### src/gpc_port_end_marker_unused.sv
// intentionally empty compilation unit
`default_nettype none
`default_nettype wire

### src/gpc_pkg.sv
// shared constants of the change-notify port: offsets, widths, reset values
`default_nettype none
package gpc_pkg;
    localparam int unsigned PIN_COUNT = 24;
    localparam int unsigned LOW_WIDTH = 16;
    localparam int unsigned HIGH_WIDTH = 8;
    localparam int unsigned ADDR_WIDTH = 8;
    localparam int unsigned DATA_WIDTH = 32;
    localparam int unsigned SYNC_STAGES = 2;

    // register byte offsets, one aligned word each
    localparam logic [7:0] OFF_DIRECTION = 8'h00;
    localparam logic [7:0] OFF_OUTPUT_LATCH = 8'h04;
    localparam logic [7:0] OFF_OPEN_DRAIN = 8'h08;
    localparam logic [7:0] OFF_PORT_INPUT = 8'h0c;
    localparam logic [7:0] OFF_ANA1_LOW = 8'h10;
    localparam logic [7:0] OFF_ANA1_HIGH = 8'h14;
    localparam logic [7:0] OFF_ANA2_LOW = 8'h18;
    localparam logic [7:0] OFF_ANA2_HIGH = 8'h1c;
    localparam logic [7:0] OFF_IRQ_EN_ONE = 8'h20;
    localparam logic [7:0] OFF_IRQ_EN_TWO = 8'h24;
    localparam logic [7:0] OFF_PULLUP_ONE = 8'h28;
    localparam logic [7:0] OFF_PULLUP_TWO = 8'h2c;
    localparam logic [7:0] OFF_IRQ_STATUS = 8'h30;
    localparam logic [7:0] OFF_IRQ_MASK = 8'h34;

    // field positions
    localparam int unsigned CHANGE_FLAG_BIT = 0;

    // reset values
    localparam logic [23:0] RST_DIRECTION = 24'hffffff;
    localparam logic [23:0] RST_OUTPUT_LATCH = 24'h000000;
    localparam logic [23:0] RST_OPEN_DRAIN = 24'h000000;
    localparam logic [23:0] RST_ANALOG_CFG = 24'h000000;
    localparam logic [23:0] RST_IRQ_EN = 24'h000000;
    localparam logic [23:0] RST_PULLUP = 24'h000000;
    localparam logic [23:0] RST_PREV = 24'h000000;
    localparam logic RST_IRQ_STATUS = 1'b0;
    localparam logic RST_IRQ_MASK = 1'b0;
    localparam logic [31:0] RST_RDATA = 32'h00000000;
endpackage : gpc_pkg
`default_nettype wire

### src/gpc_sync.sv
// two-stage synchroniser for the pin inputs
`default_nettype none
module gpc_sync #(
    parameter int unsigned WIDTH = gpc_pkg::PIN_COUNT
) (
    input wire logic pclk,
    input wire logic presetn,
    input wire logic ce,
    input wire logic [WIDTH-1:0] d,
    output logic [WIDTH-1:0] q
);
    logic [WIDTH-1:0] stage1_reg;
    logic [WIDTH-1:0] stage2_reg;

    // first stage feeds only the second, so metastability never reaches logic
    always_ff @(posedge pclk or negedge presetn) begin
        if (!presetn) begin
            stage1_reg <= '0;
            stage2_reg <= '0;
        end else if (ce) begin
            stage1_reg <= d;
            stage2_reg <= stage1_reg;
        end
    end

    assign q = stage2_reg;
endmodule : gpc_sync
`default_nettype wire

### src/gpc_port.sv
// gpio port with open-drain, analog selection and change notification, apb slave
// What this block does
// - a set open-drain bit makes that pin drive low only, never high.
// - an analog pin driven as output hands its driven level to the converter.
// - a cleared analog config bit makes the pin analog; it is digital only with both bits set.
// - analog config bits reset cleared, so pins start analog.
// - with two converters a pin is analog if either config bit is cleared.
// - port input reads zero for every analog pin.
// - digital pins are never offered to converter sampling.
// - an enabled input change raises the change interrupt request.
// - change detection works without the clock running, for sleep wake-up.
// - twenty-four change inputs, each selectable as an interrupt source.
// - two enable registers select which pins may raise the change interrupt.
// - two pull-up registers turn on each pin's weak pull-up.
`default_nettype none
module gpc_port (
    input wire logic pclk,
    input wire logic presetn,
    input wire logic ce,
    input wire logic psel,
    input wire logic penable,
    input wire logic pwrite,
    input wire logic [7:0] paddr,
    input wire logic [31:0] pwdata,
    output logic [31:0] prdata,
    output logic pready,
    output logic pslverr,
    input wire logic [23:0] pad_in,
    output logic [23:0] pad_out,
    output logic [23:0] pad_oe_n,
    output logic [23:0] pullup_en,
    output logic [23:0] adc_enable,
    output logic [23:0] adc_level,
    output logic change_irq,
    output logic sleep_wake
);
    // register state
    logic [23:0] dir_reg;
    logic [23:0] lat_reg;
    logic [23:0] odc_reg;
    logic [23:0] ana1_reg;
    logic [23:0] ana2_reg;
    logic [23:0] cnen_reg;
    logic [23:0] cnpu_reg;
    logic [23:0] prev_reg;
    logic [23:0] adc_level_reg;
    logic status_reg;
    logic mask_reg;
    logic [31:0] prdata_reg;
    logic slverr_reg;

    // next values
    logic [23:0] dir_next;
    logic [23:0] lat_next;
    logic [23:0] odc_next;
    logic [23:0] ana1_next;
    logic [23:0] ana2_next;
    logic [23:0] cnen_next;
    logic [23:0] cnpu_next;
    logic [23:0] adc_level_next;
    logic status_next;
    logic mask_next;

    // datapath wires
    logic [23:0] pin_sync;
    logic [23:0] analog_pin;
    logic [23:0] port_read;
    logic [23:0] change_hit;
    logic [23:0] wake_hit;
    logic [31:0] rd_data;
    logic rd_err;

    // apb decode
    logic setup_phase;
    logic wr_en;
    logic sel_dir;
    logic sel_lat;
    logic sel_odc;
    logic sel_port;
    logic sel_a1l;
    logic sel_a1h;
    logic sel_a2l;
    logic sel_a2h;
    logic sel_en1;
    logic sel_en2;
    logic sel_pu1;
    logic sel_pu2;
    logic sel_stat;
    logic sel_mask;
    logic stat_clear;

    // the slave never stalls; read data is captured in the setup cycle
    assign pready = 1'b1;
    assign setup_phase = psel & ~penable;
    assign wr_en = psel & penable & pwrite & ce;

    // address decode
    assign sel_dir = (paddr == gpc_pkg::OFF_DIRECTION);
    assign sel_lat = (paddr == gpc_pkg::OFF_OUTPUT_LATCH);
    assign sel_odc = (paddr == gpc_pkg::OFF_OPEN_DRAIN);
    assign sel_port = (paddr == gpc_pkg::OFF_PORT_INPUT);
    assign sel_a1l = (paddr == gpc_pkg::OFF_ANA1_LOW);
    assign sel_a1h = (paddr == gpc_pkg::OFF_ANA1_HIGH);
    assign sel_a2l = (paddr == gpc_pkg::OFF_ANA2_LOW);
    assign sel_a2h = (paddr == gpc_pkg::OFF_ANA2_HIGH);
    assign sel_en1 = (paddr == gpc_pkg::OFF_IRQ_EN_ONE);
    assign sel_en2 = (paddr == gpc_pkg::OFF_IRQ_EN_TWO);
    assign sel_pu1 = (paddr == gpc_pkg::OFF_PULLUP_ONE);
    assign sel_pu2 = (paddr == gpc_pkg::OFF_PULLUP_TWO);
    assign sel_stat = (paddr == gpc_pkg::OFF_IRQ_STATUS);
    assign sel_mask = (paddr == gpc_pkg::OFF_IRQ_MASK);

    // full-width registers take the low 24 data bits, the mask takes bit 0
    assign dir_next = (wr_en & sel_dir) ? pwdata[23:0] : dir_reg;
    assign lat_next = (wr_en & sel_lat) ? pwdata[23:0] : lat_reg;
    assign odc_next = (wr_en & sel_odc) ? pwdata[23:0] : odc_reg;
    assign mask_next = (wr_en & sel_mask) ? pwdata[gpc_pkg::CHANGE_FLAG_BIT] : mask_reg;

    // split registers: the low word covers pins 0-15, the high word pins 16-23
    assign ana1_next = {(wr_en & sel_a1h) ? pwdata[7:0] : ana1_reg[23:16],
                        (wr_en & sel_a1l) ? pwdata[15:0] : ana1_reg[15:0]};
    assign ana2_next = {(wr_en & sel_a2h) ? pwdata[7:0] : ana2_reg[23:16],
                        (wr_en & sel_a2l) ? pwdata[15:0] : ana2_reg[15:0]};
    assign cnen_next = {(wr_en & sel_en2) ? pwdata[7:0] : cnen_reg[23:16],
                        (wr_en & sel_en1) ? pwdata[15:0] : cnen_reg[15:0]};
    assign cnpu_next = {(wr_en & sel_pu2) ? pwdata[7:0] : cnpu_reg[23:16],
                        (wr_en & sel_pu1) ? pwdata[15:0] : cnpu_reg[15:0]};

    // register file; ce low freezes everything
    always_ff @(posedge pclk or negedge presetn) begin
        if (!presetn) begin
            dir_reg <= gpc_pkg::RST_DIRECTION;
            lat_reg <= gpc_pkg::RST_OUTPUT_LATCH;
            odc_reg <= gpc_pkg::RST_OPEN_DRAIN;
            ana1_reg <= gpc_pkg::RST_ANALOG_CFG;
            ana2_reg <= gpc_pkg::RST_ANALOG_CFG;
            cnen_reg <= gpc_pkg::RST_IRQ_EN;
            cnpu_reg <= gpc_pkg::RST_PULLUP;
            mask_reg <= gpc_pkg::RST_IRQ_MASK;
        end else if (ce) begin
            dir_reg <= dir_next;
            lat_reg <= lat_next;
            odc_reg <= odc_next;
            ana1_reg <= ana1_next;
            ana2_reg <= ana2_next;
            cnen_reg <= cnen_next;
            cnpu_reg <= cnpu_next;
            mask_reg <= mask_next;
        end
    end

    // pin inputs cross into the clock domain before any clocked use
    gpc_sync #(
        .WIDTH(gpc_pkg::PIN_COUNT)
    ) u_sync (
        .pclk(pclk),
        .presetn(presetn),
        .ce(ce),
        .d(pad_in),
        .q(pin_sync)
    );

    // analog selection: either converter's cleared bit claims the pin
    assign analog_pin = ~(ana1_reg & ana2_reg);
    assign port_read = pin_sync & ~analog_pin;

    // pad drivers: open-drain pins release instead of driving high
    assign pad_out = lat_reg;
    assign pad_oe_n = dir_reg | (odc_reg & lat_reg);
    // pull-ups follow software; it must drop them on digital outputs itself
    assign pullup_en = cnpu_reg;

    // converter feed: digital pins are masked off entirely
    assign adc_enable = analog_pin;
    // an output-configured analog pin converts what it drives, not the pad
    assign adc_level_next = analog_pin & (dir_reg & pin_sync | ~dir_reg & lat_reg);
    assign adc_level = adc_level_reg;

    always_ff @(posedge pclk or negedge presetn) begin
        if (!presetn) begin
            adc_level_reg <= '0;
        end else if (ce) begin
            adc_level_reg <= adc_level_next;
        end
    end

    // clocked change compare on synchronised digital inputs
    assign change_hit = cnen_reg & ~analog_pin & (pin_sync ^ prev_reg);
    // set beats a clear landing in the same cycle
    assign stat_clear = wr_en & sel_stat & pwdata[gpc_pkg::CHANGE_FLAG_BIT];
    assign status_next = (|change_hit) | (status_reg & ~stat_clear);

    always_ff @(posedge pclk or negedge presetn) begin
        if (!presetn) begin
            prev_reg <= gpc_pkg::RST_PREV;
            status_reg <= gpc_pkg::RST_IRQ_STATUS;
        end else if (ce) begin
            prev_reg <= pin_sync;
            status_reg <= status_next;
        end
    end

    assign change_irq = status_reg & mask_reg;

    // clockless wake path: raw pads against the last latched value, so it still
    // fires with pclk stopped; may pulse briefly while awake during sync latency
    assign wake_hit = cnen_reg & ~analog_pin & (pad_in ^ prev_reg);
    assign sleep_wake = |wake_hit;

    // read mux; unmapped offsets answer zero with an error
    always_comb begin
        rd_data = '0;
        rd_err = 1'b0;
        case (paddr)
            gpc_pkg::OFF_DIRECTION: rd_data[23:0] = dir_reg;
            gpc_pkg::OFF_OUTPUT_LATCH: rd_data[23:0] = lat_reg;
            gpc_pkg::OFF_OPEN_DRAIN: rd_data[23:0] = odc_reg;
            gpc_pkg::OFF_PORT_INPUT: rd_data[23:0] = port_read;
            gpc_pkg::OFF_ANA1_LOW: rd_data[15:0] = ana1_reg[15:0];
            gpc_pkg::OFF_ANA1_HIGH: rd_data[7:0] = ana1_reg[23:16];
            gpc_pkg::OFF_ANA2_LOW: rd_data[15:0] = ana2_reg[15:0];
            gpc_pkg::OFF_ANA2_HIGH: rd_data[7:0] = ana2_reg[23:16];
            gpc_pkg::OFF_IRQ_EN_ONE: rd_data[15:0] = cnen_reg[15:0];
            gpc_pkg::OFF_IRQ_EN_TWO: rd_data[7:0] = cnen_reg[23:16];
            gpc_pkg::OFF_PULLUP_ONE: rd_data[15:0] = cnpu_reg[15:0];
            gpc_pkg::OFF_PULLUP_TWO: rd_data[7:0] = cnpu_reg[23:16];
            gpc_pkg::OFF_IRQ_STATUS: rd_data[0] = status_reg;
            gpc_pkg::OFF_IRQ_MASK: rd_data[0] = mask_reg;
            default: rd_err = 1'b1;
        endcase
    end

    // capture at setup so prdata is a flop yet the access needs no wait state
    always_ff @(posedge pclk or negedge presetn) begin
        if (!presetn) begin
            prdata_reg <= gpc_pkg::RST_RDATA;
            slverr_reg <= 1'b0;
        end else if (ce && setup_phase) begin
            prdata_reg <= pwrite ? gpc_pkg::RST_RDATA : rd_data;
            slverr_reg <= rd_err;
        end
    end

    assign prdata = prdata_reg;
    assign pslverr = slverr_reg & psel & penable;
endmodule : gpc_port
`default_nettype wire

### config.mk
export PLATFORM = sky130hd
export DESIGN_NAME = gpc_port
export DESIGN_NICKNAME = d
export VERILOG_FILES = /design/src/gpc_port_end_marker_unused.sv /design/src/gpc_pkg.sv /design/src/gpc_sync.sv /design/src/gpc_port.sv
export SDC_FILE = /design/constraint.sdc
export NUM_CORES = 1
export LEC_CHECK = 0
export ABC_CLOCK_PERIOD_IN_PS = 1800
export CORE_MARGIN = 1
export CORE_UTILIZATION = 50
export CTS_CLUSTER_DIAMETER = 200
export DETAILED_ROUTE_END_ITERATION = 16
export DONT_BUFFER_PORTS = 1
export PLACE_DENSITY = 0.62
export SLEW_MARGIN = 20
export SYNTH_ARGS = -nofsm -noshare
export SYNTH_HDL_FRONTEND = slang
export SYNTH_SLANG_ARGS = --single-unit
### constraint.sdc
create_clock -name pclk -period 1.8 [get_ports pclk]
set_clock_uncertainty 0.1 [all_clocks]
set_input_delay 0.09 -clock pclk [delete_from_list [all_inputs] [get_ports pclk]]
set_output_delay 0.09 -clock pclk [all_outputs]
set_load 0.03 [all_outputs]
==> results.py, run 1 <==
metrics = {
    "global_routing": {
        "grt_usage_pct": 31.8,
        "grt_max_degree": 292,
        "grt_overflow": 0,
        "antenna_found_initial": 3,
        "grt_pass1_vias": 10919,
        "grt_pass1_wl_um": 68100,
    },
    "pwr": {
        "p_total_uw": 15100,
        "ir_drop_mv": 0.740,
        "power.leakage_uw": 0.00835,
        "power.density_mw_per_mm2": 836,
    },
    "sta": {
        "max_freq_ghz": 0.445,
        "rsz0062_at_grt": "yes",
        "timing.hold.ws_ns": -0.892,
        "min_period_ns": 2.25,
        "setup_violations": 25,
        "hold_viol": 293,
        "finalCritPeriodShare_pct": 125,
        "slew_headroom_pct": 40.1,
        "tightest_slew_ns": 0.897,
        "setup_ws_ns": -0.445,
        "slew_violations": 0,
    },
    "synth": {
        "yosys.area_share.simple_pct": 8.56,
        "syn_inst": 1138,
        "synth_common_cells": "dfrtp_1 (267), mux2_2 (228), nand2_1 (84)",
        "netlist.area_leader.share_pct": 47.0,
        "synth_top_cell_by_area": "dfrtp_1",
        "synth_xor_area_share_pct": 2.96,
        "synthTopCellsByArea": "dfrtp_1 (47%), mux2_2 (18%), dfstp_2 (4.4%)",
        "synth_fa_ha_area_share_pct": 0,
        "synth_top_family_by_area": "multiplexers",
        "synth-edff-count": 0,
        "synth_cell_type_count": 63,
        "ys_seq_area_share_pct": 51.5,
        "synthArstFlopShare_pct": 100,
        "synth-seq-cells": 291,
        "ys.flop_type": "dfrtp_1",
        "yosys_warnings": 0,
        "synth-compound-area-share_pct": 10.3,
        "syn_area_per_cell_sq_um": 12.5,
        "syn-cell-area_sq_mm": 0.0142,
        "synth.area.mux_share_pct": 22.7,
        "synth.most_common_cell": "dfrtp_1",
    },
    "setup_path": {
        "r2r_start": "prev_reg[19]$_DFFE_PN0P_",
        "r2r_slack_ns": 0,
        "cp.required_ns": 1.61,
        "r2r-end": "status_reg$_DFFE_PN0P_",
        "critPathTopFamily": "simple AND/OR/NAND/NOR gates",
        "worst-endpoint-arrival_ns": 2.06,
        "end_kind": "output port",
        "cpPeakStageDelay_ns": 0.42,
        "r2r_cells": 6,
        "cp.depth": 5,
        "crit_slowest_cell": "dfrtp_1",
        "path_max_fanout": 3,
        "crit_chain": "xnor2_2 > o22ai_1 > nor4_1 > nand3_1 > buf_6",
        "critical_path_class": "flip-flop to output port",
        "start_kind": "flip-flop",
        "critPathBufInv": 1,
        "crit_end": "sleep_wake",
        "cp-startpoint": "prev_reg[18]$_DFFE_PN0P_",
    },
    "finish": {
        "final_core_util_pct": 64.7,
        "nets": 1440,
        "drive_gt1_share_pct": 37.1,
        "n_fill_cell": 2163,
        "area_growth_pct": 27.0,
    },
    "die": {
        "dieArea_sq_mm": 0.0291,
        "chipWidth_um": 171,
        "io_pins": 226,
        "core_sq_mm": 0.0279,
        "dieHeight_um": 171,
        "rows": 61,
        "start_util_pct": 51.0,
    },
    "place": {
        "io_buffers": 0,
        "dp.final_hpwl_um": 30700,
        "gp_congestion": 0.914,
    },
    "clock_tree": {
        "root_buffer": "clkbuf_16",
        "cts_made_buffers": 31,
        "clk_pin_slew_ns": 0.07,
        "cts_tree": "built",
        "clock_path_buffers": 3,
        "h-tree-depth": 1,
        "insertion_delay_ns": 0.57,
        "clkSinkCount": 291,
    },
    "detailed_routing": {
        "via_per_inst": 6.06,
        "post-route-drc-count": 0,
        "drtIter0Drc": 1016,
        "wire_per_inst_um": 26.1,
        "ant_nets": 0,
        "first_pass_iters": 5,
        "wirelength_um": 46200,
        "vias": 10756,
    },
    "run_status": {
        "run_status": "complete, but fails checks",
        "violations": "negative hold slack, negative setup slack",
    },
    "run": {
        "drv_cap": 0,
    },
    "worst_hold_path": {
        "hp-class": "input pin to async pin",
    },
}
area by class of cell:
class                   instances  area (sq um)  share of cell area (%)
diodes                          1          2.50                  0.0139
clock buffers                  42           867                    4.81
clock inverters                16           145                   0.805
repair buffers                264          2500                    13.9
flip-flops and latches        291          7320                    40.6
well taps                     378           473                    2.62
inverters                      25          93.8                   0.520
multi-input cells             757          6630                    36.8
cell usage in the layout (no fill, tap or decap), types with 11 or more instances in the layout:
cell / instances
buf_4: 133
clkbuf_16: 33
dfstp_2: 24
dlygate4sd3_1: 105
nand3_1: 31
a22oi_1: 48
nor2_1: 16
mux2_1: 16
mux2_4: 26
nor3_4: 11
mux2_2: 208
a22o_1: 17
inv_1: 25
mux2i_1: 36
xnor2_1: 45
nand2_2: 12
nand2_1: 72
a21o_1: 26
dfrtp_1: 264
and3_1: 13
buf_12: 13
o22ai_1: 55
metrics by stage:
stage	cells	worst slack, ns	area [sq um]	hold WS [ns]	setup TNS (ns)
detailed placement	1595	-0.117	15600	-0.293	-4.50
CTS	1765	-0.405	17800	-0.896	-24.46
global placement	1595	-0.0877	15600	-0.296	-3.12
global route	1774	-0.476	18000	-0.912	-2.15
floorplan	1145	-0.132	14400	-0.306	-8.57
finish	1774	-0.445	18000	-0.892	-1.98
worst register-to-register path, cell delays in order, from the launching register on:
cell and delay, ns:
dfrtp_1 0.39, buf_4 0.16, xnor2_4 0.15, o22ai_1 0.10
nor4_1 0.29, nand3_1 0.26, a22o_1 0.25
how the worst min path moves through the flow:
stage	start	to	slack (ns)
after global routing	presetn	adc_level[12]$_DFFE_PN0P_	-0.91
final	presetn	adc_level[12]$_DFFE_PN0P_	-0.89
after detailed placement	presetn	prdata[11]$_DFFE_PN0P_	-0.29
after global placement	presetn	adc_level[12]$_DFFE_PN0P_	-0.30
after CTS	presetn	prdata[11]$_DFFE_PN0P_	-0.90
after floorplan	presetn	adc_level[0]$_DFFE_PN0P_	-0.31
kinds of logic (layout without fill, tap and decap cells):
| group | count (synthesis) | in the layout |
|---|---|---|
| other | 2 | 10 |
| AND/OR/NAND/NOR | 211 | 211 |
| AO/OA/AOI/OAI | 200 | 200 |
| buffers and inverters | 97 | 347 |
| XOR/XNOR | 48 | 48 |
| multiplexers | 289 | 289 |
| flip-flops | 291 | 291 |
per-layer routing:
| layer | GRT usage (%) | routed length (um) | vias up |
|---|---|---|---|
| li1 | - | - | 4690 |
| met1 | 44.1 | 19300 | 5477 |
| met2 | 48.6 | 20900 | 496 |
| met3 | 8.28 | 4590 | 91 |
| met4 | 10.4 | 1500 | 2 |
| met5 | 0 | 13 | - |
power breakdown:
group,switching [uW],internal (uW),total [uW]
logic,714,866,1580
clock network,2720,3670,6390
registers,278,6830,7110
repair_timing:
| action | 4_1_cts | 5_1_grt |
|---|---|---|
| buffers inserted | 1 | 3 |
| gates resized for setup | 14 | 35 |
| hold buffers | 111 | 3 |
| endpoints found under the hold margin | 582 | 305 |
| pin swaps | 10 | 6 |
| setup endpoints to repair | 3 | 120 |
| cloned | 0 | 2 |
(Power assumes the default switching activity.)
==> run 2, diff against run 1 <==
--- a/config.mk
+++ b/config.mk
@@ -7,12 +7,14 @@
 export LEC_CHECK = 0
 export ABC_CLOCK_PERIOD_IN_PS = 1800
 export CORE_MARGIN = 1
-export CORE_UTILIZATION = 50
+export CORE_UTILIZATION = 56
 export CTS_CLUSTER_DIAMETER = 200
 export DETAILED_ROUTE_END_ITERATION = 16
 export DONT_BUFFER_PORTS = 1
-export PLACE_DENSITY = 0.62
+export HOLD_SLACK_MARGIN = 0.12
+export PLACE_DENSITY = 0.68
 export SLEW_MARGIN = 20
 export SYNTH_ARGS = -nofsm -noshare
 export SYNTH_HDL_FRONTEND = slang
 export SYNTH_SLANG_ARGS = --single-unit
+export TNS_END_PERCENT = 5
==> results.py, run 2 (synthesis results as in run 1) <==
metrics = {
    "run_status": {
        "run_status": "complete, but fails checks",
        "violations": "negative hold slack, negative setup slack",
    },
    "pwr": {
        "p_sw_uw": 3780,
        "power.leakage_uw": 0.00830,
        "pwr-share-seq_pct": 45.8,
        "p_total_uw": 15600,
        "ir_drop_mv": 0.919,
        "p_int_uw": 11800,
        "power.density_mw_per_mm2": 869,
        "p_comb_share_pct": 9.8,
        "switching_share_pct": 24.3,
        "clkPwrFrac_pct": 44.4,
    },
    "die": {
        "core_sq_mm": 0.0246,
        "chipWidth_um": 161,
        "dieArea_sq_mm": 0.0260,
        "start_util_pct": 57.7,
        "io_pins": 226,
        "dieHeight_um": 161,
        "rows": 57,
    },
    "clock_tree": {
        "insertion_delay_ns": 0.52,
        "cts_made_buffers": 34,
        "root_buffer": "clkbuf_16",
        "h-tree-depth": 2,
        "clkSinkCount": 291,
        "clock_path_buffers": 3,
        "cts_tree": "built",
        "clk_pin_slew_ns": 0.06,
    },
    "place": {
        "dp.final_hpwl_um": 30000,
        "gp_congestion": 0.942,
        "io_buffers": 0,
        "dp_cells": 1521,
    },
    "sta": {
        "timing.hold.ws_ns": -0.838,
        "setup_ws_ns": -0.314,
        "finalCritPeriodShare_pct": 117,
        "max_freq_ghz": 0.473,
        "rsz0062_at_grt": "yes",
        "slew_violations": 0,
        "setup_violations": 15,
        "min_period_ns": 2.11,
        "slew_headroom_pct": 43.9,
        "fin_tns_setup_ns": -1.24,
        "hold_viol": 297,
        "tightest_slew_ns": 0.842,
    },
    "setup_path": {
        "start_kind": "flip-flop",
        "path_max_fanout": 2,
        "cpPeakStageDelay_ns": 0.41,
        "crit_chain": "xnor2_2 > o22ai_1 > nor4_2 > nand3_1 > buf_6",
        "worst-endpoint-arrival_ns": 1.92,
        "crit_slowest_cell": "dfrtp_1",
        "cp.required_ns": 1.61,
        "end_kind": "output port",
        "r2r-end": "prdata[12]$_DFFE_PN0P_",
        "critPathTopFamily": "simple AND/OR/NAND/NOR gates",
        "r2r_start": "ana2_reg[12]$_DFFE_PN0P_",
        "r2r_slack_ns": -0.07,
        "r2r_cells": 6,
        "critPathBufInv": 1,
        "critical_path_class": "flip-flop to output port",
    },
    "finish": {
        "drive_gt1_share_pct": 36.2,
        "nets": 1426,
        "final_cell_mix": "dfrtp_1 (265), mux2_2 (217), dlygate4sd3_1 (109), buf_4 (109), nand2_1 (73)",
        "final_core_util_pct": 72.9,
        "final_common_cell": "dfrtp_1",
        "area_growth_pct": 26.3,
        "instances_no_fill": 1707,
    },
    "detailed_routing": {
        "wirelength_um": 45800,
        "dr_wl_met3_um": 4980,
        "wl_met1_um": 18200,
        "dr_wl_met2_um": 20900,
        "ant_nets": 0,
        "wire_per_inst_um": 26.9,
        "vias": 10927,
        "dr.max_layer_used": "met4",
        "via_per_inst": 6.40,
        "first_pass_iters": 5,
        "drtIter0Drc": 1011,
        "post-route-drc-count": 0,
    },
    "global_routing": {
        "grt_pass1_vias": 11094,
        "antenna_found_initial": 2,
        "grt_max_degree": 292,
        "grt_overflow": 0,
        "grt_pass1_wl_um": 68100,
        "grt_usage_pct": 35.2,
    },
    "run": {
        "drv_cap": 0,
    },
    "worst_hold_path": {
        "hp-class": "input pin to async pin",
    },
}
[run 2: cell count changes in the layout (fill, tap and decap cells not counted), moves of 7 or more]
cell,delta
mux2_4,-15
nand3_2,+8
mux2_2,+9
nand3_1,-7
buf_4,-24
[run 2: how the worst max path moves through the flow]
stage	from	end	depth (start not counted)
floorplan	paddr[0]	odc_reg[10]$_DFFE_PN0P_	6
global placement	paddr[0]	odc_reg[23]$_DFFE_PN0P_	5
detailed placement	paddr[5]	prdata[6]$_DFFE_PN0P_	7
CTS	prev_reg[18]$_DFFE_PN0P_	sleep_wake	5
global route	prev_reg[12]$_DFFE_PN0P_	sleep_wake	5
finish	prev_reg[19]$_DFFE_PN0P_	sleep_wake	5
[run 2: worst register-to-register path: stages (launching register included)]
cell	delay, ns
dfrtp_1	0.40
buf_6	0.13
buf_4	0.12
a22oi_1	0.23
nor2_1	0.08
or4b_1	0.50
a22o_1	0.19
[run 2: through the flow]
| stage | setup WS [ns] | cell area [sq um] |
|---|---|---|
| floorplan | -0.133 | 14300 |
| global placement | -0.0557 | 15400 |
| global route | -0.393 | 17900 |
| CTS | -0.324 | 17700 |
| finish | -0.314 | 17900 |
| detailed placement | -0.0891 | 15400 |
[run 2: power groups by stage]
stage          registers [uW]  clock network, uW  logic (uW)
2_1_floorplan            7210                  0         831
3_3_place_gp             7210                  0        1110
3_5_place_dp             7230                  0        1130
4_1_cts                  7120               6980        1460
5_1_grt                  7160               7260        1610
6_report                 7130               6920        1530
[run 2: area by class of cell]
class,instances,area (sq um)
flip-flops and latches,291,7310
well taps,324,405
clock buffers,50,991
inverters,25,93.8
multi-input cells,757,6580
diodes,2,5.00
repair buffers,247,2410
clock inverters,11,131
fillers,1737,6670
[run 2: layer usage]
| layer | track usage (%) | vias up |
|---|---|---|
| met4 | 13.6 | 0 |
| met2 | 54.0 | 579 |
| met3 | 11.1 | 108 |
| met5 | 0 | - |
| met1 | 46.8 | 5580 |
| li1 | - | 4660 |
[run 2: what timing repair did]
item | in CTS | in global routing
setup endpoints to repair | 1 | 207
cloned | 0 | 2
pin swaps | 5 | 8
gates resized for setup | 11 | 38
endpoints found under the hold margin | 582 | 328
setup buffers | 4 | 1
hold buffers | 111 | 5
==> run 3, diff against run 2 <==
--- a/config.mk
+++ b/config.mk
@@ -7,12 +7,12 @@
 export LEC_CHECK = 0
 export ABC_CLOCK_PERIOD_IN_PS = 1800
 export CORE_MARGIN = 1
-export CORE_UTILIZATION = 56
+export CORE_UTILIZATION = 48
 export CTS_CLUSTER_DIAMETER = 200
 export DETAILED_ROUTE_END_ITERATION = 16
 export DONT_BUFFER_PORTS = 1
 export HOLD_SLACK_MARGIN = 0.12
-export PLACE_DENSITY = 0.68
+export PLACE_DENSITY = 0.6
 export SLEW_MARGIN = 20
 export SYNTH_ARGS = -nofsm -noshare
 export SYNTH_HDL_FRONTEND = slang
==> results.py, run 3 (synthesis results as in run 1) <==
metrics = {
    "global_routing": {
        "grt_overflow": 0,
        "grt_max_degree": 292,
        "grt_pass1_vias": 10855,
        "grt_pass1_wl_um": 69700,
        "grt_usage_pct": 30.9,
        "antenna_found_initial": 1,
    },
    "die": {
        "rows": 62,
        "chipWidth_um": 174,
        "dieHeight_um": 174,
        "core_sq_mm": 0.0289,
        "dieArea_sq_mm": 0.0303,
        "io_pins": 226,
        "start_util_pct": 49.1,
    },
    "pwr": {
        "power.density_mw_per_mm2": 845,
        "p_comb_share_pct": 10.6,
        "ir_drop_mv": 0.591,
        "p_sw_uw": 3710,
        "p_int_uw": 11700,
        "clkPwrFrac_pct": 43.2,
        "p_total_uw": 15400,
        "power.leakage_uw": 0.00847,
        "switching_share_pct": 24.1,
        "pwr-share-seq_pct": 46.2,
    },
    "run_status": {
        "run_status": "complete, but fails checks",
        "violations": "negative hold slack, negative setup slack",
    },
    "finish": {
        "drive_gt1_share_pct": 38.2,
        "n_fill_cell": 2307,
        "diodes": 0,
        "nets": 1457,
        "final_cell_mix": "dfrtp_1 (263), mux2_2 (217), buf_4 (148), dlygate4sd3_1 (107), nand2_1 (71)",
        "final_common_cell": "dfrtp_1",
        "area_growth_pct": 28.4,
    },
    "detailed_routing": {
        "first_pass_iters": 5,
        "vias": 10739,
        "dr_wl_met2_um": 20800,
        "drtIter0Drc": 1013,
        "via_per_inst": 5.98,
        "dr.max_layer_used": "met4",
        "ant_nets": 0,
        "post-route-drc-count": 0,
        "wire_per_inst_um": 25.8,
        "wirelength_um": 46300,
        "dr_wl_met3_um": 4330,
        "wl_met1_um": 19800,
    },
    "clock_tree": {
        "clock_path_buffers": 3,
        "root_buffer": "clkbuf_16",
        "clkSinkCount": 291,
        "cts_made_buffers": 34,
        "h-tree-depth": 2,
        "clk_pin_slew_ns": 0.06,
        "insertion_delay_ns": 0.52,
        "cts_tree": "built",
    },
    "setup_path": {
        "r2r_slack_ns": -0.05,
        "critical_path_class": "flip-flop to output port",
        "r2r_start": "prev_reg[21]$_DFFE_PN0P_",
        "end_kind": "output port",
        "r2r_cells": 6,
        "r2r-end": "status_reg$_DFFE_PN0P_",
        "worst-endpoint-arrival_ns": 1.96,
        "cp.required_ns": 1.61,
        "start_kind": "flip-flop",
        "path_max_fanout": 2,
    },
    "sta": {
        "rsz0062_at_grt": "yes",
        "tightest_slew_ns": 0.644,
        "setup_ws_ns": -0.352,
        "setup_violations": 2,
        "min_period_ns": 2.15,
        "slew_headroom_pct": 57.1,
        "max_freq_ghz": 0.465,
        "slew_violations": 0,
        "finalCritPeriodShare_pct": 120,
        "hold_viol": 301,
        "fin_tns_setup_ns": -0.398,
        "timing.hold.ws_ns": -0.833,
    },
    "place": {
        "io_buffers": 0,
        "dp.final_hpwl_um": 31000,
        "gp_congestion": 0.905,
    },
    "worst_hold_path": {
        "hp-class": "input pin to async pin",
    },
    "run": {
        "drv_cap": 0,
    },
}
-- run 3: cell types whose count changed in the layout (fill, tap and decap cells not counted), moves of 5 or more --
cell / delta
buf_12: -5
buf_4: +39
clkbuf_1: +6
xnor2_1: -5
xnor2_2: +5
-- run 3: timing repair --
action	4_1_cts	5_1_grt
resized for setup	9	54
endpoints found under the hold margin	582	305
setup endpoints to repair	2	146
pin swaps	4	12
buffers inserted	2	3
hold buffers	114	1
cloned	0	0
-- run 3: layer usage --
layer,global-route usage (%),up-vias
li1,-,4716
met1,43.6,5455
met2,47.2,483
met3,7.48,85
met4,9.58,0
met5,0,-
-- run 3: through the flow --
step,utilization [%],setup WS [ns],instance area [sq um],std cells
final,63.0,-0.352,18200,1796
after global routing,63.0,-0.391,18200,1796
after CTS,62.1,-0.347,18000,1792
after detailed placement,54.1,-0.144,15700,1615
after global placement,54.1,-0.107,15700,1615
after floorplan,-,-0.133,14300,1145
-- run 3: cell type report --
type / instances / area, sq um / share of cell area (%)
Clock buffer: 54 / 997 / 5.47
Clock inverter: 7 / 63.8 / 0.350
Sequential cell: 291 / 7320 / 40.1
Tap cell: 384 / 480 / 2.64
Timing Repair Buffer: 278 / 2590 / 14.2
Multi-Input combinational cell: 757 / 6690 / 36.7
Inverter: 25 / 93.8 / 0.515
-- run 3: worst max path at each step --
stage / from / end / cells past startpoint
after floorplan: paddr[0] / odc_reg[10]$_DFFE_PN0P_ / 6
after global placement: paddr[1] / pad_out[6]$_DFFE_PN0P_ / 4
after detailed placement: paddr[0] / odc_reg[3]$_DFFE_PN0P_ / 5
after CTS: prev_reg[19]$_DFFE_PN0P_ / sleep_wake / 5
after global routing: cnen_reg[13]$_DFFE_PN0P_ / sleep_wake / 6
final: ana1_reg[13]$_DFFE_PN0P_ / sleep_wake / 6
-- run 3: critical path: stages (launching register included) --
cell,delay (ns)
dfrtp_1,0.40
nand3_4,0.13
buf_4,0.12
o22ai_1,0.14
nor4_1,0.28
nand3_1,0.19
buf_6,0.18
-- run 3: power by group through the flow --
stage / Clock [uW] / Combinational [uW] / Sequential (uW)
finish: 6660 / 1630 / 7120
global route: 7020 / 1710 / 7150
CTS: 6760 / 1550 / 7100
detailed placement: 0 / 1210 / 7220
global placement: 0 / 1190 / 7200
floorplan: 0 / 831 / 7210
